File: src/hw/led_matrix_pkg.sv
`default_nettype none
package led_matrix_pkg;
    // Register offsets on the two-wire port
    localparam logic [7:0] ADDR_RESET_CONTROL = 8'h01;
    localparam logic [7:0] ADDR_POWER_CONTROL = 8'h02;
    localparam logic [7:0] ADDR_OPTION_SELECT = 8'h04;
    localparam logic [7:0] ADDR_MATRIX_ENABLE_CURRENT = 8'h05;
    localparam logic [7:0] ADDR_PWM_ENABLE_ROWS_AB = 8'h06;
    localparam logic [7:0] ADDR_PWM_ENABLE_ROWS_CD = 8'h07;
    localparam logic [7:0] ADDR_MELODY_ENABLE_ROWS_AB = 8'h08;
    localparam logic [7:0] ADDR_PATTERN_FIRST = 8'h10;
    localparam logic [7:0] ADDR_PATTERN_LAST = 8'h2F;

    // Reset values
    localparam logic [7:0] RST_RESET_CONTROL = 8'h00;
    localparam logic [7:0] RST_POWER_CONTROL = 8'h00;
    localparam logic [7:0] RST_OPTION_SELECT = 8'h00;
    localparam logic [7:0] RST_MATRIX_ENABLE_CURRENT = 8'h1E;
    localparam logic [7:0] RST_PWM_ENABLE = 8'h00;
    localparam logic [7:0] RST_MELODY_ENABLE = 8'h00;

    // Writable bits of each register; the rest read zero, except matrix bit 4 (FIXED_MATRIX), which reads one
    localparam logic [7:0] MASK_RESET_CONTROL = 8'h03;
    localparam logic [7:0] MASK_POWER_CONTROL = 8'h01;
    localparam logic [7:0] MASK_OPTION_SELECT = 8'h0F;
    localparam logic [7:0] MASK_MATRIX = 8'h0F;
    localparam logic [7:0] FIXED_MATRIX = 8'h10;
    localparam logic [7:0] MASK_BRIGHTNESS = 8'hF7;

    // Field positions
    localparam int BIT_SOFT_RESET = 0;
    localparam int BIT_PATTERN_CLEAR = 1;
    localparam int BIT_OSC_ENABLE = 0;
    localparam int BIT_EXT_CLOCK = 0;
    localparam int BIT_CLOCK_OUT = 1;
    localparam int BIT_MELODY_INPUT = 2;
    localparam int BIT_GHOST_SUPPRESS = 3;
    localparam int BIT_MATRIX_ENABLE = 0;
    localparam int CURRENT_LSB = 1;
    localparam int CURRENT_MSB = 3;

    // Pattern memory: duty bytes then brightness bytes
    localparam int PATTERN_DEPTH = 32;
    localparam int PATTERN_AW = 5;
    localparam logic [4:0] PATTERN_BRIGHT_FIRST = 5'h10;

    // Two-wire byte framing
    localparam logic [3:0] BYTE_BITS = 4'h8;

    typedef enum logic [2:0] {
        ST_IDLE,
        ST_ADDR,
        ST_REG,
        ST_WDATA,
        ST_ACK,
        ST_RDATA,
        ST_RACK
    } link_state_t;
endpackage : led_matrix_pkg
`default_nettype wire

File: src/hw/led_matrix_control_regs.sv
`timescale 1ns/1ns
`default_nettype none
module led_matrix_control_regs #(
    parameter logic [6:0] DEV_ADDR_BASE = 7'h50,
    parameter int unsigned OSC_DIV = 4
) (
    input wire logic clk_in,
    input wire logic sys_rst_in,
    input wire logic scl_in,
    input wire logic sda_in,
    output logic sda_out_out,
    output logic sda_oe_out,
    input wire logic [1:0] addr_select_in,
    input wire logic clkio_in,
    output logic clkio_out_out,
    output logic clkio_oe_out,
    output logic oscillator_run_out,
    output logic soft_reset_out,
    output logic ghost_suppress_enable_out,
    output logic melody_input_select_out,
    output logic external_clock_select_out,
    output logic clock_output_enable_out,
    output logic led_clock_tick_out,
    output logic [2:0] max_current_select_out,
    output logic matrix_enable_out,
    output logic [7:0] pwm_enable_rows_ab_out,
    output logic [7:0] pwm_enable_rows_cd_out,
    output logic [7:0] melody_enable_rows_ab_out
);
    localparam int DIV_W = (OSC_DIV > 2) ? $clog2(OSC_DIV) : 1;

    // The divider needs at least two clocks per half period of the internal clock
    if (OSC_DIV < 2) begin : gen_div_check
        $error("OSC_DIV must be at least 2");
    end

    function automatic logic in_pattern(input logic [7:0] a);
        in_pattern = (a >= led_matrix_pkg::ADDR_PATTERN_FIRST) &&
                     (a <= led_matrix_pkg::ADDR_PATTERN_LAST);
    endfunction : in_pattern

    // Pin synchronisers; stage one feeds only stage two
    logic scl_s1_ff, scl_s2_ff, scl_s3_ff;
    logic sda_s1_ff, sda_s2_ff, sda_s3_ff;
    logic clkio_s1_ff, clkio_s2_ff, clkio_s3_ff;
    logic [1:0] sel_s1_ff, sel_s2_ff;

    always_ff @(posedge clk_in or posedge sys_rst_in) begin
        if (sys_rst_in) begin
            scl_s1_ff <= 1'b1;
            scl_s2_ff <= 1'b1;
            scl_s3_ff <= 1'b1;
            sda_s1_ff <= 1'b1;
            sda_s2_ff <= 1'b1;
            sda_s3_ff <= 1'b1;
            clkio_s1_ff <= 1'b0;
            clkio_s2_ff <= 1'b0;
            clkio_s3_ff <= 1'b0;
            sel_s1_ff <= 2'h0;
            sel_s2_ff <= 2'h0;
        end else begin
            scl_s1_ff <= scl_in;
            scl_s2_ff <= scl_s1_ff;
            scl_s3_ff <= scl_s2_ff;
            sda_s1_ff <= sda_in;
            sda_s2_ff <= sda_s1_ff;
            sda_s3_ff <= sda_s2_ff;
            clkio_s1_ff <= clkio_in;
            clkio_s2_ff <= clkio_s1_ff;
            clkio_s3_ff <= clkio_s2_ff;
            sel_s1_ff <= addr_select_in;
            sel_s2_ff <= sel_s1_ff;
        end
    end

    logic scl_rise, scl_fall, start_det, stop_det;
    logic [6:0] dev_addr;

    // Edges of the bus lines, seen only after synchronising
    assign scl_rise = scl_s2_ff & ~scl_s3_ff;
    assign scl_fall = ~scl_s2_ff & scl_s3_ff;
    assign start_det = scl_s2_ff & scl_s3_ff & ~sda_s2_ff & sda_s3_ff;
    assign stop_det = scl_s2_ff & scl_s3_ff & sda_s2_ff & ~sda_s3_ff;
    assign dev_addr = DEV_ADDR_BASE | {5'h00, sel_s2_ff};

    // Link protocol state
    led_matrix_pkg::link_state_t state_ff, nxt_state;
    led_matrix_pkg::link_state_t ack_next_ff, nxt_ack_next;
    logic [3:0] bit_cnt_ff, nxt_bit_cnt;
    logic [7:0] shift_ff, nxt_shift;
    logic [7:0] ptr_ff, nxt_ptr;
    logic sda_oe_ff, nxt_sda_oe;
    logic wr_stb;
    logic [7:0] rd_data;

    // One byte per frame byte: address, register pointer, then data
    always_comb begin
        nxt_state = state_ff;
        nxt_ack_next = ack_next_ff;
        nxt_bit_cnt = bit_cnt_ff;
        nxt_shift = shift_ff;
        nxt_ptr = ptr_ff;
        nxt_sda_oe = sda_oe_ff;
        wr_stb = 1'b0;
        if (start_det) begin
            nxt_state = led_matrix_pkg::ST_ADDR;
            nxt_bit_cnt = 4'h0;
            nxt_sda_oe = 1'b0;
        end else if (stop_det) begin
            nxt_state = led_matrix_pkg::ST_IDLE;
            nxt_sda_oe = 1'b0;
        end else begin
            unique case (state_ff)
                led_matrix_pkg::ST_IDLE: begin
                    nxt_sda_oe = 1'b0;
                end
                led_matrix_pkg::ST_ADDR, led_matrix_pkg::ST_REG,
                led_matrix_pkg::ST_WDATA: begin
                    if (scl_rise && bit_cnt_ff != led_matrix_pkg::BYTE_BITS) begin
                        nxt_shift = {shift_ff[6:0], sda_s2_ff};
                        nxt_bit_cnt = bit_cnt_ff + 4'h1;
                    end else if (scl_fall && bit_cnt_ff == led_matrix_pkg::BYTE_BITS) begin
                        nxt_bit_cnt = 4'h0;
                        nxt_state = led_matrix_pkg::ST_ACK;
                        nxt_sda_oe = 1'b1;
                        if (state_ff == led_matrix_pkg::ST_ADDR) begin
                            // Foreign addresses are left alone until the next start
                            if (shift_ff[7:1] != dev_addr) begin
                                nxt_state = led_matrix_pkg::ST_IDLE;
                                nxt_sda_oe = 1'b0;
                            end else if (shift_ff[0]) begin
                                nxt_ack_next = led_matrix_pkg::ST_RDATA;
                            end else begin
                                nxt_ack_next = led_matrix_pkg::ST_REG;
                            end
                        end else if (state_ff == led_matrix_pkg::ST_REG) begin
                            nxt_ptr = shift_ff;
                            nxt_ack_next = led_matrix_pkg::ST_WDATA;
                        end else begin
                            wr_stb = 1'b1;
                            nxt_ptr = ptr_ff + 8'h01;
                            nxt_ack_next = led_matrix_pkg::ST_WDATA;
                        end
                    end
                end
                led_matrix_pkg::ST_ACK: begin
                    if (scl_fall) begin
                        nxt_state = ack_next_ff;
                        nxt_bit_cnt = 4'h0;
                        nxt_sda_oe = 1'b0;
                        if (ack_next_ff == led_matrix_pkg::ST_RDATA) begin
                            nxt_shift = rd_data;
                            nxt_sda_oe = ~rd_data[7];
                            nxt_bit_cnt = 4'h1;
                            nxt_ptr = ptr_ff + 8'h01;
                        end
                    end
                end
                led_matrix_pkg::ST_RDATA: begin
                    if (scl_fall) begin
                        if (bit_cnt_ff == led_matrix_pkg::BYTE_BITS) begin
                            nxt_state = led_matrix_pkg::ST_RACK;
                            nxt_sda_oe = 1'b0;
                        end else begin
                            nxt_shift = {shift_ff[6:0], 1'b0};
                            nxt_sda_oe = ~shift_ff[6];
                            nxt_bit_cnt = bit_cnt_ff + 4'h1;
                        end
                    end
                end
                led_matrix_pkg::ST_RACK: begin
                    // Host acknowledge asks for the next byte, no acknowledge ends the read
                    if (scl_rise) begin
                        nxt_state = sda_s2_ff ? led_matrix_pkg::ST_IDLE
                                              : led_matrix_pkg::ST_ACK;
                        nxt_ack_next = led_matrix_pkg::ST_RDATA;
                    end
                end
            endcase
        end
    end

    always_ff @(posedge clk_in or posedge sys_rst_in) begin
        if (sys_rst_in) begin
            state_ff <= led_matrix_pkg::ST_IDLE;
            ack_next_ff <= led_matrix_pkg::ST_IDLE;
            bit_cnt_ff <= 4'h0;
            shift_ff <= 8'h00;
            ptr_ff <= 8'h00;
            sda_oe_ff <= 1'b0;
        end else begin
            state_ff <= nxt_state;
            ack_next_ff <= nxt_ack_next;
            bit_cnt_ff <= nxt_bit_cnt;
            shift_ff <= nxt_shift;
            ptr_ff <= nxt_ptr;
            sda_oe_ff <= nxt_sda_oe;
        end
    end

    // Open-drain data line: only ever pulled low
    assign sda_out_out = 1'b0;
    assign sda_oe_out = sda_oe_ff;

    // Control registers
    logic [7:0] reset_ctrl_ff, nxt_reset_ctrl;
    logic [7:0] power_ff, nxt_power;
    logic [7:0] option_ff, nxt_option;
    logic [7:0] matrix_ff, nxt_matrix;
    logic [7:0] pwm_ab_ff, nxt_pwm_ab;
    logic [7:0] pwm_cd_ff, nxt_pwm_cd;
    logic [7:0] melody_ab_ff, nxt_melody_ab;
    logic soft_reset;

    assign soft_reset = reset_ctrl_ff[led_matrix_pkg::BIT_SOFT_RESET];

    // Reset register is a one-cycle pulse; soft reset overrides a write in the same cycle
    always_comb begin
        nxt_reset_ctrl = led_matrix_pkg::RST_RESET_CONTROL;
        nxt_power = power_ff;
        nxt_option = option_ff;
        nxt_matrix = matrix_ff;
        nxt_pwm_ab = pwm_ab_ff;
        nxt_pwm_cd = pwm_cd_ff;
        nxt_melody_ab = melody_ab_ff;
        if (soft_reset) begin
            nxt_power = led_matrix_pkg::RST_POWER_CONTROL;
            nxt_option = led_matrix_pkg::RST_OPTION_SELECT;
            nxt_matrix = led_matrix_pkg::RST_MATRIX_ENABLE_CURRENT & led_matrix_pkg::MASK_MATRIX;
            nxt_pwm_ab = led_matrix_pkg::RST_PWM_ENABLE;
            nxt_pwm_cd = led_matrix_pkg::RST_PWM_ENABLE;
            nxt_melody_ab = led_matrix_pkg::RST_MELODY_ENABLE;
        end else if (wr_stb) begin
            unique case (ptr_ff)
                led_matrix_pkg::ADDR_RESET_CONTROL:
                    nxt_reset_ctrl = shift_ff & led_matrix_pkg::MASK_RESET_CONTROL;
                led_matrix_pkg::ADDR_POWER_CONTROL:
                    nxt_power = shift_ff & led_matrix_pkg::MASK_POWER_CONTROL;
                led_matrix_pkg::ADDR_OPTION_SELECT:
                    nxt_option = shift_ff & led_matrix_pkg::MASK_OPTION_SELECT;
                led_matrix_pkg::ADDR_MATRIX_ENABLE_CURRENT:
                    nxt_matrix = shift_ff & led_matrix_pkg::MASK_MATRIX;
                led_matrix_pkg::ADDR_PWM_ENABLE_ROWS_AB: nxt_pwm_ab = shift_ff;
                led_matrix_pkg::ADDR_PWM_ENABLE_ROWS_CD: nxt_pwm_cd = shift_ff;
                led_matrix_pkg::ADDR_MELODY_ENABLE_ROWS_AB: nxt_melody_ab = shift_ff;
                default: ;
            endcase
        end
    end

    always_ff @(posedge clk_in or posedge sys_rst_in) begin
        if (sys_rst_in) begin
            reset_ctrl_ff <= led_matrix_pkg::RST_RESET_CONTROL;
            power_ff <= led_matrix_pkg::RST_POWER_CONTROL;
            option_ff <= led_matrix_pkg::RST_OPTION_SELECT;
            matrix_ff <= led_matrix_pkg::RST_MATRIX_ENABLE_CURRENT & led_matrix_pkg::MASK_MATRIX;
            pwm_ab_ff <= led_matrix_pkg::RST_PWM_ENABLE;
            pwm_cd_ff <= led_matrix_pkg::RST_PWM_ENABLE;
            melody_ab_ff <= led_matrix_pkg::RST_MELODY_ENABLE;
        end else begin
            reset_ctrl_ff <= nxt_reset_ctrl;
            power_ff <= nxt_power;
            option_ff <= nxt_option;
            matrix_ff <= nxt_matrix;
            pwm_ab_ff <= nxt_pwm_ab;
            pwm_cd_ff <= nxt_pwm_cd;
            melody_ab_ff <= nxt_melody_ab;
        end
    end

    // Duty and brightness bytes; soft reset also returns them to zero
    logic [7:0] pattern_rd;
    logic pattern_clear;

    assign pattern_clear = reset_ctrl_ff[led_matrix_pkg::BIT_PATTERN_CLEAR] | soft_reset;

    led_pattern_mem u_pattern (
        .clk_in(clk_in),
        .sys_rst_in(sys_rst_in),
        .clear_in(pattern_clear),
        .wr_en_in(wr_stb && in_pattern(ptr_ff)),
        .wr_addr_in(led_matrix_pkg::PATTERN_AW'(ptr_ff - led_matrix_pkg::ADDR_PATTERN_FIRST)),
        .wr_data_in(shift_ff),
        .rd_addr_in(led_matrix_pkg::PATTERN_AW'(ptr_ff - led_matrix_pkg::ADDR_PATTERN_FIRST)),
        .rd_data_out(pattern_rd)
    );

    // Read mux; unmapped and reserved offsets answer zero
    always_comb begin
        rd_data = 8'h00;
        unique case (ptr_ff)
            led_matrix_pkg::ADDR_RESET_CONTROL: rd_data = reset_ctrl_ff;
            led_matrix_pkg::ADDR_POWER_CONTROL: rd_data = power_ff;
            led_matrix_pkg::ADDR_OPTION_SELECT: rd_data = option_ff;
            led_matrix_pkg::ADDR_MATRIX_ENABLE_CURRENT:
                rd_data = matrix_ff | led_matrix_pkg::FIXED_MATRIX;
            led_matrix_pkg::ADDR_PWM_ENABLE_ROWS_AB: rd_data = pwm_ab_ff;
            led_matrix_pkg::ADDR_PWM_ENABLE_ROWS_CD: rd_data = pwm_cd_ff;
            led_matrix_pkg::ADDR_MELODY_ENABLE_ROWS_AB: rd_data = melody_ab_ff;
            default: begin
                if (in_pattern(ptr_ff)) begin
                    rd_data = pattern_rd;
                end
            end
        endcase
    end

    // Option decode: only the highest ranking clock or melody function acts
    logic ext_sel, clk_out_en, melody_sel, osc_run;

    assign ext_sel = option_ff[led_matrix_pkg::BIT_EXT_CLOCK];
    assign clk_out_en = option_ff[led_matrix_pkg::BIT_CLOCK_OUT] & ~ext_sel;
    assign melody_sel = option_ff[led_matrix_pkg::BIT_MELODY_INPUT] &
                        ~option_ff[led_matrix_pkg::BIT_CLOCK_OUT] & ~ext_sel;
    assign osc_run = power_ff[led_matrix_pkg::BIT_OSC_ENABLE] |
                     matrix_ff[led_matrix_pkg::BIT_MATRIX_ENABLE];

    // Internal oscillator model: a divider that stops when the oscillator is off
    logic [DIV_W-1:0] div_cnt_ff, nxt_div_cnt;
    logic int_clk_ff, nxt_int_clk;
    logic div_tick;

    always_comb begin
        div_tick = 1'b0;
        nxt_div_cnt = div_cnt_ff;
        nxt_int_clk = int_clk_ff;
        if (!osc_run) begin
            nxt_div_cnt = '0;
            nxt_int_clk = 1'b0;
        end else if (div_cnt_ff == DIV_W'(OSC_DIV - 1)) begin
            div_tick = 1'b1;
            nxt_div_cnt = '0;
            nxt_int_clk = ~int_clk_ff;
        end else begin
            nxt_div_cnt = div_cnt_ff + DIV_W'(1);
        end
    end

    always_ff @(posedge clk_in or posedge sys_rst_in) begin
        if (sys_rst_in) begin
            div_cnt_ff <= '0;
            int_clk_ff <= 1'b0;
        end else begin
            div_cnt_ff <= nxt_div_cnt;
            int_clk_ff <= nxt_int_clk;
        end
    end

    // LED timebase follows the selected source: external rising edge or internal rising edge
    assign led_clock_tick_out = ext_sel ? (clkio_s2_ff & ~clkio_s3_ff)
                                        : (div_tick & ~int_clk_ff);
    assign clkio_out_out = int_clk_ff;
    assign clkio_oe_out = clk_out_en;

    assign oscillator_run_out = osc_run;
    assign soft_reset_out = soft_reset;
    assign ghost_suppress_enable_out = option_ff[led_matrix_pkg::BIT_GHOST_SUPPRESS];
    assign melody_input_select_out = melody_sel;
    assign external_clock_select_out = ext_sel;
    assign clock_output_enable_out = clk_out_en;
    assign max_current_select_out =
        matrix_ff[led_matrix_pkg::CURRENT_MSB:led_matrix_pkg::CURRENT_LSB];
    assign matrix_enable_out = matrix_ff[led_matrix_pkg::BIT_MATRIX_ENABLE];
    assign pwm_enable_rows_ab_out = pwm_ab_ff;
    assign pwm_enable_rows_cd_out = pwm_cd_ff;
    assign melody_enable_rows_ab_out = melody_ab_ff;
endmodule : led_matrix_control_regs
`default_nettype wire

File: src/hw/led_pattern_mem.sv
`timescale 1ns/1ns
`default_nettype none
module led_pattern_mem (
    input wire logic clk_in,
    input wire logic sys_rst_in,
    input wire logic clear_in,
    input wire logic wr_en_in,
    input wire logic [led_matrix_pkg::PATTERN_AW-1:0] wr_addr_in,
    input wire logic [7:0] wr_data_in,
    input wire logic [led_matrix_pkg::PATTERN_AW-1:0] rd_addr_in,
    output logic [7:0] rd_data_out
);
    logic [7:0] mem_ff [led_matrix_pkg::PATTERN_DEPTH];
    logic [7:0] nxt_mem [led_matrix_pkg::PATTERN_DEPTH];

    // Clear wipes every duty and brightness byte at once, so no partial state is seen
    always_comb begin
        nxt_mem = mem_ff;
        if (clear_in) begin
            for (int i = 0; i < led_matrix_pkg::PATTERN_DEPTH; i++) begin
                nxt_mem[i] = 8'h00;
            end
        end else if (wr_en_in) begin
            if (wr_addr_in >= led_matrix_pkg::PATTERN_BRIGHT_FIRST) begin
                nxt_mem[wr_addr_in] = wr_data_in & led_matrix_pkg::MASK_BRIGHTNESS;
            end else begin
                nxt_mem[wr_addr_in] = wr_data_in;
            end
        end
    end

    always_ff @(posedge clk_in or posedge sys_rst_in) begin
        if (sys_rst_in) begin
            for (int i = 0; i < led_matrix_pkg::PATTERN_DEPTH; i++) begin
                mem_ff[i] <= 8'h00;
            end
        end else begin
            mem_ff <= nxt_mem;
        end
    end

    // Read port feeds the link shift register, which registers it
    assign rd_data_out = mem_ff[rd_addr_in];
endmodule : led_pattern_mem
`default_nettype wire

File: config.mk
export PLATFORM = sky130hd
export DESIGN_NAME = led_matrix_control_regs
export DESIGN_NICKNAME = d
export VERILOG_FILES = /design/src/hw/led_matrix_pkg.sv /design/src/hw/led_matrix_control_regs.sv /design/src/hw/led_pattern_mem.sv
export SDC_FILE = /design/constraint.sdc
export NUM_CORES = 1
export LEC_CHECK = 0
export BUFFER_PORTS_ARGS = -buffer_cell sky130_fd_sc_hd__buf_4
export CAP_MARGIN = 40
export CORE_ASPECT_RATIO = 2
export CORE_MARGIN = 3
export CORE_UTILIZATION = 60
export DETAILED_ROUTE_END_ITERATION = 6
export PLACE_DENSITY = 0.89
export SYNTH_ARGS = -nofsm -noshare
export SYNTH_HDL_FRONTEND = slang
export SYNTH_SLANG_ARGS = --single-unit
File: constraint.sdc
create_clock -name clk_in -period 15.9 [get_ports clk_in]
set_clock_uncertainty 0.15 [all_clocks]
set_input_delay 2.385 -clock clk_in [delete_from_list [all_inputs] [get_ports clk_in]]
set_output_delay 2.385 -clock clk_in [all_outputs]
set_load 0.005 [all_outputs]
### Yosys cells after proc, flatten, opt, wreduce, memory -nomap -nowiden

Cells that the tools add are included.

| operators by class | value |
|---|---|
| $add $sub $neg | 4 |
| magnitude comparators | 5 |
| eq/ne operators | 40 |
| multiplexer cells | 99 |
| bitwise gates (word level) | 27 |
| reduce and logical (&&, ||, !) cells | 33 |

Operators by type and width:

| cell | number |
|---|---|
| $mux W256 | 3 |
| $bwmux W256 | 2 |
| $mux W8 | 33 |
| $pmux W8 S7 | 1 |
| $mux W3 | 17 |
| $bmux W8 S5 | 1 |
| $demux W8 S5 | 1 |
| $eq A8 B3 Y1 const B | 4 |
| $ne A4 B4 Y1 const B | 8 |
| $mux W4 | 7 |
| $pmux W8 S3 | 1 |
| $mux W1 | 23 |
| $ne A2 B2 Y1 const B | 10 |
| $reduce_bool A2 Y1 | 10 |
| $pmux W8 S2 | 1 |
| $reduce_and A8 Y1 | 2 |
| $reduce_and A7 Y1 | 2 |
| $and A1 B1 Y1 | 12 |
| $eq A3 B3 Y1 const B | 4 |
| $ne A3 B3 Y1 const B | 4 |
| $not A1 Y1 | 12 |
| $pmux W3 S4 | 1 |
| $pmux W4 S3 | 1 |
| $reduce_and A2 Y1 | 6 |
| 31 further kinds | 42 |

| storage, ports and cells | value |
|---|---|
| bits in registers | 355 |
| word-level logic and storage cells | 266 |

### Logic depth before layout (Yosys ltp)

Gate-level depths: netlist of the first run.

| logic depth | value |
|---|---|
| word-level depth | 13 |
| mapped depth | 12 |
| depth with buffers taken out | 7 |

### Modules after synthesis

From an unflattened synthesis of the first run, not the netlist that was laid out.

| unflattened totals | value |
|---|---|
| cell total of the unflattened synthesis | 1,718 |
| area, all modules | 17,244.0 um2 |

Modules (own cells, without submodules):

| module | instances | cells each | area each (um2) |
|---|---|---|---|
| led_pattern_mem | 1 | 1,298 | 13,040.0 |
| led_matrix_control_regs | 1 | 420 | 4,204.0 |

### Least setup slack after synthesis of the first run

OpenSTA, ideal clock, no wires.

| timing | value |
|---|---|
| kind | register -> output |
| start point | register div_cnt_ff[0] |
| end point | output led_clock_tick_out |
| data arrival time | 816 ps |
| required time | 13,365 ps |
| path slack | 12,549 ps |
| cell stages (with the launch flop) | 4 |
| path buffers | 0 |
| path through | dfrtp_1 -> ha_1 -> nand2b_1 -> o32ai_1 |

| between the ends | value |
|---|---|
| word-level cells in the longest chain between the ends | 5 |

Ends and longest elaborated chain:

| item | RTL line | RTL |
|---|---|---|
| start, declared | led_matrix_control_regs.sv:319 | `logic [DIV_W-1:0] div_cnt_ff, nxt_div_cnt;` |
| start signal, assigned | led_matrix_control_regs.sv:344 | `div_cnt_ff <= nxt_div_cnt;` |
| $eq A2 B2 Y1 | led_matrix_control_regs.sv:330 | `end else if (div_cnt_ff == DIV_W'(OSC_DIV - 1)) begin` |
| $mux W1 | led_matrix_control_regs.sv:330 |  |
| $mux W1 | led_matrix_control_regs.sv:327 | `if (!osc_run) begin` |
| $and A1 B1 Y1 | led_matrix_control_regs.sv:351 | `: (div_tick & ~int_clk_ff);` |
| $mux W1 | led_matrix_control_regs.sv:350 | `assign led_clock_tick_out = ext_sel ? (clkio_s2_ff & ~clkio_s3_ff)` |
| end, declared | led_matrix_control_regs.sv:23 | `output logic led_clock_tick_out,` |

Every way passes these cells.

### Worst setup path after layout of the first run

Same ends and word-level chain as after synthesis.

==> results of run 1 <==
[how the worst max path moves through the flow]
stage / start / to / slack, ps / cells after the start
2_1_floorplan: sys_rst_in / ack_next_ff[0]$_DFFE_PP0P_ / 4130 / 1
3_3_place_gp: sys_rst_in / ptr_ff[0]$_DFFE_PP0P_ / 11500 / 3
3_5_place_dp: sys_rst_in / ptr_ff[0]$_DFFE_PP0P_ / 11450 / 4
4_1_cts: div_cnt_ff[0]$_DFF_PP0_ / led_clock_tick_out / 11680 / 4
5_1_grt: div_cnt_ff[0]$_DFF_PP0_ / led_clock_tick_out / 11590 / 4
6_report: div_cnt_ff[0]$_DFF_PP0_ / led_clock_tick_out / 11680 / 4
[kinds of logic after synthesis]
family | Yosys count | share of synthesized area, %
AO/OA/AOI/OAI | 232 | 8.720
flip-flops | 334 | 49.26
buffers and inverters | 151 | 3.808
XOR/XNOR | 4 | 0.2063
AND/OR/NAND/NOR | 594 | 17.20
other | 1 | 0.02207
adder cells (fa/ha/maj) | 7 | 0.5155
multiplexers | 268 | 20.26
[flip-flops by register name, indices dropped and copies added, names as in the netlist, 3 cells and up]
register	count
u_pattern.mem_ff	256
melody_enable_rows_ab_out	8
ptr_ff	8
pwm_enable_rows_ab_out	8
pwm_enable_rows_cd_out	8
shift_ff	8
bit_cnt_ff	4
matrix_ff	4
option_ff	4
ack_next_ff	3
state_ff	3
[layout by cell type, fill, tap and decap left out, types with 12 or more instances in the layout]
| cell type | n |
|---|---|
| dfrtp_1 | 323 |
| mux4_2 | 60 |
| inv_1 | 14 |
| nor2b_1 | 12 |
| nand4_1 | 19 |
| and3_1 | 19 |
| buf_4 | 68 |
| o21ai_0 | 28 |
| nand2_1 | 213 |
| clkbuf_16 | 27 |
| mux2i_1 | 201 |
| a21oi_1 | 102 |
| and2_1 | 15 |
| nor2_1 | 206 |
| nand3_1 | 28 |
[critical path, stage by stage (launching register included)]
cell,delay [ps]
dfrtp_1,370
ha_1,210
nand2b_1,110
o32ai_1,270
buf_4,170
[cell usage after synthesis, types with 9 or more instances]
cell type,instances,area (µm²)
nor2_1,207,777.0
clkbuf_1,95,356.6
dfrtp_1,325,8133
o22ai_1,11,68.82
nand3_1,28,140.1
a32oi_1,9,78.83
nand4_2,10,125.1
nand2b_1,10,62.56
dfstp_2,9,236.5
buf_4,11,82.58
inv_1,15,56.30
a22oi_1,9,67.56
nand2_1,213,799.5
nor3_1,11,55.05
and3_1,19,118.9
mux2i_1,201,2012
nand4_1,19,118.9
and2_1,15,93.84
nor4_4,9,191.4
o21ai_0,28,140.1
mux4_2,60,1351
a21oi_1,102,510.5
o211ai_1,10,75.07
buf_2,19,95.09
nor2b_1,12,75.07
[through the flow]
| step | hold WS [ps] | cells | setup slack (ps) | area [µm²] |
|---|---|---|---|---|
| 6_report | 203.0 | 1932 | 11680 | 18400 |
| 5_1_grt | 210.6 | 1932 | 11590 | 18400 |
| 4_1_cts | 202.5 | 1932 | 11680 | 18400 |
| 3_5_place_dp | 190.2 | 1884 | 11450 | 17500 |
| 3_3_place_gp | 185.0 | 1877 | 11500 | 17400 |
| 2_1_floorplan | 181.2 | 1591 | 4127 | 16990 |
[area by class of cell]
class	count	area [µm²]	area share, %
clock buffers	35	755.7	4.106
clock inverters	13	150.1	0.8158
multi-input cells	1106	7989	43.41
repair buffers	75	620.6	3.372
flip-flops and latches	334	8377	45.52
well taps	352	440.4	2.393
inverters	17	71.32	0.3875
[report_power, final]
group / switching, µW / internal, µW / total, µW
registers: 15.1 / 862 / 877
logic: 171 / 43.9 / 215
clock network: 317 / 385 / 702
[per-layer routing]
layer  up-vias  part of all wire (%)  global-route usage [%]
met3       313                   9.3                   5.836
met2       969                    49                   53.47
li1       5579                     -                       -
met4         0                   9.2                   25.22
met1      6621                    32                   36.32
met5         -                     0                  0.6536
==> impl_metrics.csv, run 1 <==
group,metric,value,unit
run,maxCapViolations,0,
clock_tree,cts_hold_buf,0,
placed_design,gp_congestion,0.9574,
global_routing,grt_pass1_wl,77490,µm
timing,period_share,26.54,%
floorplan,initial_utilization,61.20,%
layout,num-nets-final,1575,
clock_tree,worstSkewPairLatency,560,ps
routing,wl_per_cell,25.58,µm
clock_tree,tritoncts,"built",
yosys,synth_area,0.01699,mm²
timing,max_freq,0.2370,GHz
timing,setup_viol,0,
critical_path,r2r_slack,11810,ps
critical_path,start_kind,"flop",
global_routing,grt_max_degree,179,
clock_tree,clk_pin_slew,80,ps
critical_path,crit-reg2reg-launch,"ptr_ff[1]$_DFFE_PP0P_",
routing,drtIter0Drc,1836,
clock_tree,cts_buffers,27,
status,outcome,"completed",
timing,grt_setup_unrepaired,"no",
clock_tree,htree_num_levels,1,
clock_tree,cts.repair.resized,0,
critical_path,worstPathMaxFanout,3,
floorplan,die_w,125.0,µm
yosys,ys_ff_latch,334,
layout,fillers,1861,
floorplan,io_pins,46,
critical_path,reg2reg_depth,6,
floorplan,dieArea,0.03049,mm²
clock_tree,cts_root_buffer,"clkbuf_16",
worst_hold_path,worstHoldStart,"clkio_s1_ff$_DFF_PP0_",
global_routing,grt_pass1_vias,13990,
timing,slew_headroom,31.18,%
clock_tree,cts.sinks,334,
floorplan,die_h,244.0,µm
routing,drc,0,
routing,ant_nets,0,
critical_path,crit_arrival,1680,ps
critical_path,path_class,"flop to output port",
placed_design,place_hpwl,31690,µm
yosys,synth_cell_types,75,
floorplan,row_count,86,
timing,finalHoldViolations,0,
layout,drive_gt1_share,15.25,%
floorplan,coreArea,0.02776,mm²
layout,area_growth,8.330,%
critical_path,critical_path_required,13370,ps
yosys,synth_flop_cell,"dfrtp_1",
routing,via_count,13480,
yosys,synthCells,1591,
layout,finalCoreUtilization,66.29,%
routing,wirelength,49430,µm
critical_path,rr_endpoint,"u_pattern.mem_ff[15]$_DFFE_PP0P_",
power,p_leak,0.009235,µW
power,powerDensity,97.47,mW/mm²
critical_path,cp-end-kind,"output port",
yosys,synthArstFlopShare,100.0,%
clock_tree,clockBufferDepth,3,
global_routing,grt_overflow,0,
yosys,ys_seq_area_share,49.26,%
yosys,synth-edff-count,0,
routing,firstDrtPassIters,6,
timing,maxSlewViolCount,0,
routing,vias_per_cell,6.978,
placed_design,portBuffers,44,
worst_hold_path,min_to,"clkio_s2_ff$_DFF_PP0_",
yosys,synth_fp_nets,1605,
timing,fin_tns_setup,0,ps
worst_hold_path,whs_path_depth,0,
timing,min_period,4220,ps
yosys,syn_avg_cell_area,10.68,µm²
worst_hold_path,hold_class,"flop to flop",
clock_tree,cts_setup_buffers,0,
power,ir_drop,0.09566,mV
timing,tightest_slew,1006,ps
global_routing,antenna_found_initial,0,
power,total_power,1794,µW
yosys,ys_warn_count,0,
global_routing,grt_usage,32.19,%
layout,diodes,0,
No activity file was read; power rests on OpenSTA's default activity.
==> run 2: changes to the inputs <==
- clock period: 15.9 -> 4.2 ns (I/O delays scaled with it)
==> run 2 against run 1 <==
  * Via count rose by 1.8%
  * Sequential cell count stayed put
  * Cell count increased by 1.3%
  * Non-clock buffer count up 23
  * Worst hold slack worse by 180 ps
  * Wire length up 3.1%
  * Final area increased by 1.9%
  * Critical path depth increased by 2
  * Critical endpoint is now shift_ff[0]$_DFFE_PP0P_
  * Largest cell class unchanged
  * Highest routed layer unchanged
==> impl_metrics.csv, run 2 (same netlist as run 1, synthesis figures left out) <==
group,metric,value,unit
floorplan,io_pins,46,
timing,setup_viol,0,
timing,maxSlewViolCount,0,
clock_tree,htree_num_levels,1,
layout,diodes,0,
floorplan,die_w,125.0,µm
clock_tree,clockBufferDepth,3,
critical_path,path_class,"flop to flop",
routing,via_count,13730,
timing,grt_setup_unrepaired,"no",
layout,drive_gt1_share,16.50,%
placed_design,dp_cells,1905,
worst_hold_path,hold_class,"input port to flop",
global_routing,grt_usage,33.18,%
floorplan,coreArea,0.02776,mm²
routing,firstDrtPassIters,6,
layout,area_growth,10.42,%
critical_path,reg2reg_depth,6,
global_routing,grt_pass1_wl,79890,µm
run,maxCapViolations,0,
floorplan,initial_utilization,61.20,%
layout,fillers,1849,
placed_design,portBuffers,44,
floorplan,die_h,244.0,µm
global_routing,antenna_found_initial,0,
clock_tree,cts_buffers,28,
power,p_leak,0.009419,µW
placed_design,gp_congestion,0.9751,
timing,min_period,3364,ps
layout,top_register,"u_pattern.mem_ff",
layout,seqCellArea,0.008377,mm²
critical_path,start_kind,"flop",
clock_tree,clk_pin_slew,80,ps
layout,multiInputGateArea,0.007989,mm²
placed_design,pre_cts_ws,1053,ps
timing,max_freq,0.2973,GHz
timing,finalHoldViolations,0,
critical_path,crit_chain,"buf_4 -> mux4_2 -> a221oi_1 -> o21ai_0 -> nand4_1 -> o211ai_1",
power,powerDensity,380.1,mW/mm²
routing,drtIter0Drc,1875,
floorplan,dieArea,0.03049,mm²
critical_path,crit_arrival,3630,ps
routing,wirelength,50950,µm
critical_path,worstPathMaxFanout,20,
critical_path,critical_path_required,4470,ps
global_routing,grt_overflow,0,
placed_design,place_hpwl,32540,µm
layout,num-nets-final,1599,
layout,finalCoreUtilization,67.57,%
floorplan,row_count,86,
critical_path,cp-end-kind,"flop",
routing,ant_nets,0,
layout,largest_register_ffs,256,
timing,slew_headroom,32.24,%
status,outcome,"completed",
critical_path,cp_slowest_stage_delay,680,ps
power,total_power,7130,µW
timing,fin_tns_setup,0,ps
layout,final_cell_mix,"323 x dfrtp_1, 213 x nand2_1, 206 x nor2_1",
routing,wl_per_cell,26.02,µm
global_routing,grt_pass1_vias,14430,
clock_tree,cts_setup_buffers,0,
power,ir_drop,0.3084,mV
routing,drc,0,
clock_tree,worstSkewPairLatency,590,ps
clock_tree,tritoncts,"built",
timing,fin_ws,836.4,ps
clock_tree,cts_root_buffer,"clkbuf_16",
timing,tightest_slew,990.8,ps
timing,period_share,80.09,%
layout,final_cells,1958,
clock_tree,cts.sinks,334,
routing,vias_per_cell,7.013,
critical_path,slowest_stage,"dfrtp_4",
global_routing,grt_max_degree,133,
worst_hold_path,whs_path_depth,1,
layout,final_common_cell,"dfrtp_1",
## run 2: what timing repair did
action                    in CTS  in global routing
gates resized for setup        0                  0
hold buffers                   2                  0
hold endpoints to repair      11                  0
## run 2: cell type report
cell class	instances	share of cell area (%)
Clock buffer	37	4.295
Clock inverter	14	1.214
Tap cell	352	2.348
Inverter	17	0.3602
Sequential cell	334	44.65
Multi-Input combinational cell	1106	42.59
Timing Repair Buffer	98	4.542
## run 2: worst paths after layout
kind	end	from	slack (ps)
worst max register to register	shift_ff[0]$_DFFE_PP0P_	ptr_ff[0]$_DFFE_PP0P_	840
max in group asynchronous	u_pattern.mem_ff[111]$_DFFE_PP0P_	sys_rst_in	2490
worst max-delay path	shift_ff[0]$_DFFE_PP0P_	ptr_ff[0]$_DFFE_PP0P_	840
worst min register to register	sel_s2_ff[0]$_DFF_PP0_	sel_s1_ff[0]$_DFF_PP0_	200
min in group asynchronous	u_pattern.mem_ff[172]$_DFFE_PP0P_	sys_rst_in	440
worst min-delay path	sda_s1_ff$_DFF_PP1_	sda_in	20
## run 2: metrics by stage
step                cell area (µm²)  hold slack (ps)
floorplan                     16990            181.2
global placement              17630            182.0
detailed placement            17710            186.2
CTS                           18760            12.15
global route                  18760            18.30
finish                        18760            20.38
## run 2: critical path: cells and delay by family, from the launching register on
| kind | cells | cell delay (ps) |
|---|---|---|
| mux | 1 | 570 |
| simple gates | 1 | 210 |
| flops | 1 | 680 |
| buf+inv | 1 | 410 |
| compound gates | 3 | 1140 |
## run 2: routing by layer
layer | share of wire, % | track usage (%) | vias to the layer above
met5 | 0 | 0 | -
met4 | 9.1 | 25.06 | 0
met3 | 9.0 | 5.858 | 340
met2 | 49 | 54.73 | 1032
met1 | 32 | 38.41 | 6718
li1 | - | - | 5641
## run 2: report_power, final
part / leakage (µW) / switching, µW / internal (µW)
Clock: 0.000513 / 1240 / 1720
Combinational: 0.00430 / 626 / 199
Sequential: 0.00460 / 82.7 / 3260
==> run 3: changes to the inputs <==
- CORE_UTILIZATION: 60 -> 57
- clock period: 4.2 -> 3 ns (I/O delays scaled with it)
==> run 3 against run 2 <==
  * Combinational power is 49% higher
  * Critical path depth stayed put
  * First-iteration DRC count is 1.0% lower
  * Via count is 2.8% higher
  * Wire length is 4.3% higher
  * Sequential share of layout area is 0.53 points lower
  * Register-to-register slack worse by 750 ps
  * Count of clock-buffer cells in the layout is 5 higher
  * Largest cell class unchanged
==> impl_metrics.csv, run 3 (same netlist as run 1, synthesis figures left out) <==
group,metric,value,unit
routing,drc,0,
layout,final_common_cell,"dfrtp_1",
timing,maxSlewViolCount,0,
routing,wirelength,53130,µm
routing,vias_per_cell,7.023,
global_routing,grt_usage,33.24,%
power,seq_power_share,49.0,%
critical_path,critical_path_required,3260,ps
critical_path,r2r_slack,90,ps
placed_design,portBuffers,44,
layout,top_register,"u_pattern.mem_ff",
clock_tree,worstSkewPairLatency,570,ps
critical_path,path_class,"flop to flop",
floorplan,initial_utilization,58.45,%
timing,max_freq,0.3431,GHz
global_routing,grt_pass1_wl,82380,µm
placed_design,place_hpwl,34290,µm
placed_design,gp_congestion,1.000,
power,ir_drop,0.4462,mV
worst_hold_path,hold_class,"flop to flop",
routing,ant_nets,0,
status,outcome,"completed",
clock_tree,cts_setup_buffers,0,
critical_path,crit-reg2reg-launch,"ptr_ff[0]$_DFFE_PP0P_",
layout,finalCoreUtilization,65.32,%
run,maxCapViolations,0,
floorplan,io_pins,46,
power,power_switching,2665,µW
timing,period_share,97.15,%
clock_tree,tritoncts,"built",
clock_tree,htree_num_levels,1,
global_routing,grt_pass1_vias,14450,
critical_path,cp-end-kind,"flop",
clock_tree,cts.sinks,334,
power,netSwitchingFraction,28.19,%
routing,via_count,14120,
clock_tree,clockBufferDepth,3,
routing,firstDrtPassIters,5,
timing,fin_ws,85.64,ps
global_routing,grt_overflow,0,
layout,drive_gt1_share,18.13,%
timing,setup_viol,0,
global_routing,grt_max_degree,141,
critical_path,worstPathMaxFanout,8,
power,clockPowerShare,38.0,%
floorplan,die_w,128.1,µm
global_routing,antenna_found_initial,3,
routing,drtIter0Drc,1856,
routing,wl_per_cell,26.43,µm
layout,num-nets-final,1643,
timing,min_period,2914,ps
worst_hold_path,min_to,"sel_s2_ff[1]$_DFF_PP0_",
worst_hold_path,worstHoldStart,"sel_s1_ff[1]$_DFF_PP0_",
power,intPower,6789,µW
floorplan,dieArea,0.03204,mm²
critical_path,start_kind,"flop",
timing,grt_setup_unrepaired,"no",
clock_tree,clk_pin_slew,80,ps
critical_path,reg2reg_depth,6,
worst_hold_path,whs_path_depth,0,
layout,final_cell_mix,"323 x dfrtp_1, 213 x nand2_1, 206 x nor2_1",
floorplan,row_count,88,
critical_path,rr_endpoint,"u_pattern.mem_ff[45]$_DFFE_PP0P_",
layout,largest_register_ffs,256,
floorplan,coreArea,0.02907,mm²
floorplan,die_h,250.2,µm
timing,slew_headroom,36.98,%
layout,area_growth,11.75,%
timing,finalHoldViolations,0,
power,powerDensity,498.0,mW/mm²
critical_path,crit_arrival,3180,ps
timing,timing.hold.ws,201.8,ps
power,comb_power_share,13.0,%
clock_tree,cts_buffers,27,
clock_tree,cts_root_buffer,"clkbuf_16",
placed_design,pre_cts_ws,290.4,ps
power,p_leak,0.009555,µW
timing,tightest_slew,945.4,ps
clock_tree,cts.repair.resized,0,
layout,fillers,1993,
[run 3: layout make-up]
| class | count | area (µm²) | share of cell area, % |
|---|---|---|---|
| Sequential cell | 334 | 8377 | 44.12 |
| Multi-Input combinational cell | 1106 | 7989 | 42.08 |
| Timing Repair Buffer | 143 | 1229 | 6.472 |
| Clock buffer | 42 | 802.0 | 4.224 |
| Tap cell | 360 | 450.4 | 2.372 |
| Clock inverter | 7 | 68.82 | 0.3625 |
| Inverter | 17 | 67.56 | 0.3559 |
| Antenna cell | 1 | 2.502 | 0.01318 |
[run 3: worst max path at each step]
stage,cells after the start,start,end
2_1_floorplan,1,sys_rst_in,ack_next_ff[0]$_DFFE_PP0P_
6_report,6,ptr_ff[0]$_DFFE_PP0P_,u_pattern.mem_ff[45]$_DFFE_PP0P_
3_5_place_dp,7,ptr_ff[1]$_DFFE_PP0P_,shift_ff[5]$_DFFE_PP0P_
4_1_cts,6,ptr_ff[0]$_DFFE_PP0P_,u_pattern.mem_ff[45]$_DFFE_PP0P_
3_3_place_gp,7,ptr_ff[1]$_DFFE_PP0P_,shift_ff[5]$_DFFE_PP0P_
5_1_grt,6,ptr_ff[1]$_DFFE_PP0P_,sda_oe_out$_DFFE_PP0P_
[run 3: stage by stage]
step	cell area, µm²	instances	total power (µW)	setup TNS (ps)
floorplan	16990	1591	5412	-675590
global route	18990	2010	9665	0
finish	18990	2010	9454	0
detailed placement	18040	1953	5869	0
global placement	18010	1952	5788	0
CTS	18970	2008	9389	0
[run 3: critical path, cell delays in order, from the launching register on]
cell	delay, ps
dfrtp_4	550
clkinv_1	110
ha_1	400
nor2b_1	610
nand4_2	530
mux2i_1	340
nor2_1	60
[run 3: power groups by stage]
stage / clock network (µW) / registers [µW] / logic, µW
2_1_floorplan: 0 / 4700 / 717
3_3_place_gp: 0 / 4760 / 1030
3_5_place_dp: 0 / 4710 / 1150
4_1_cts: 3590 / 4630 / 1170
5_1_grt: 3770 / 4630 / 1260
6_report: 3600 / 4630 / 1230
[run 3: timing repair]
item / in CTS / in global routing
hold buffers: 6 / 0
setup endpoints to repair: 0 / 0
endpoints found under the hold margin: 17 / 0
[run 3: routing by layer]
layer | up-vias | track usage (%) | wire, µm
li1 | 5729 | - | -
met1 | 6960 | 35.99 | 16530
met2 | 1051 | 53.89 | 25720
met3 | 373 | 9.006 | 5408
met4 | 4 | 26.29 | 5402
met5 | - | 1.431 | 69
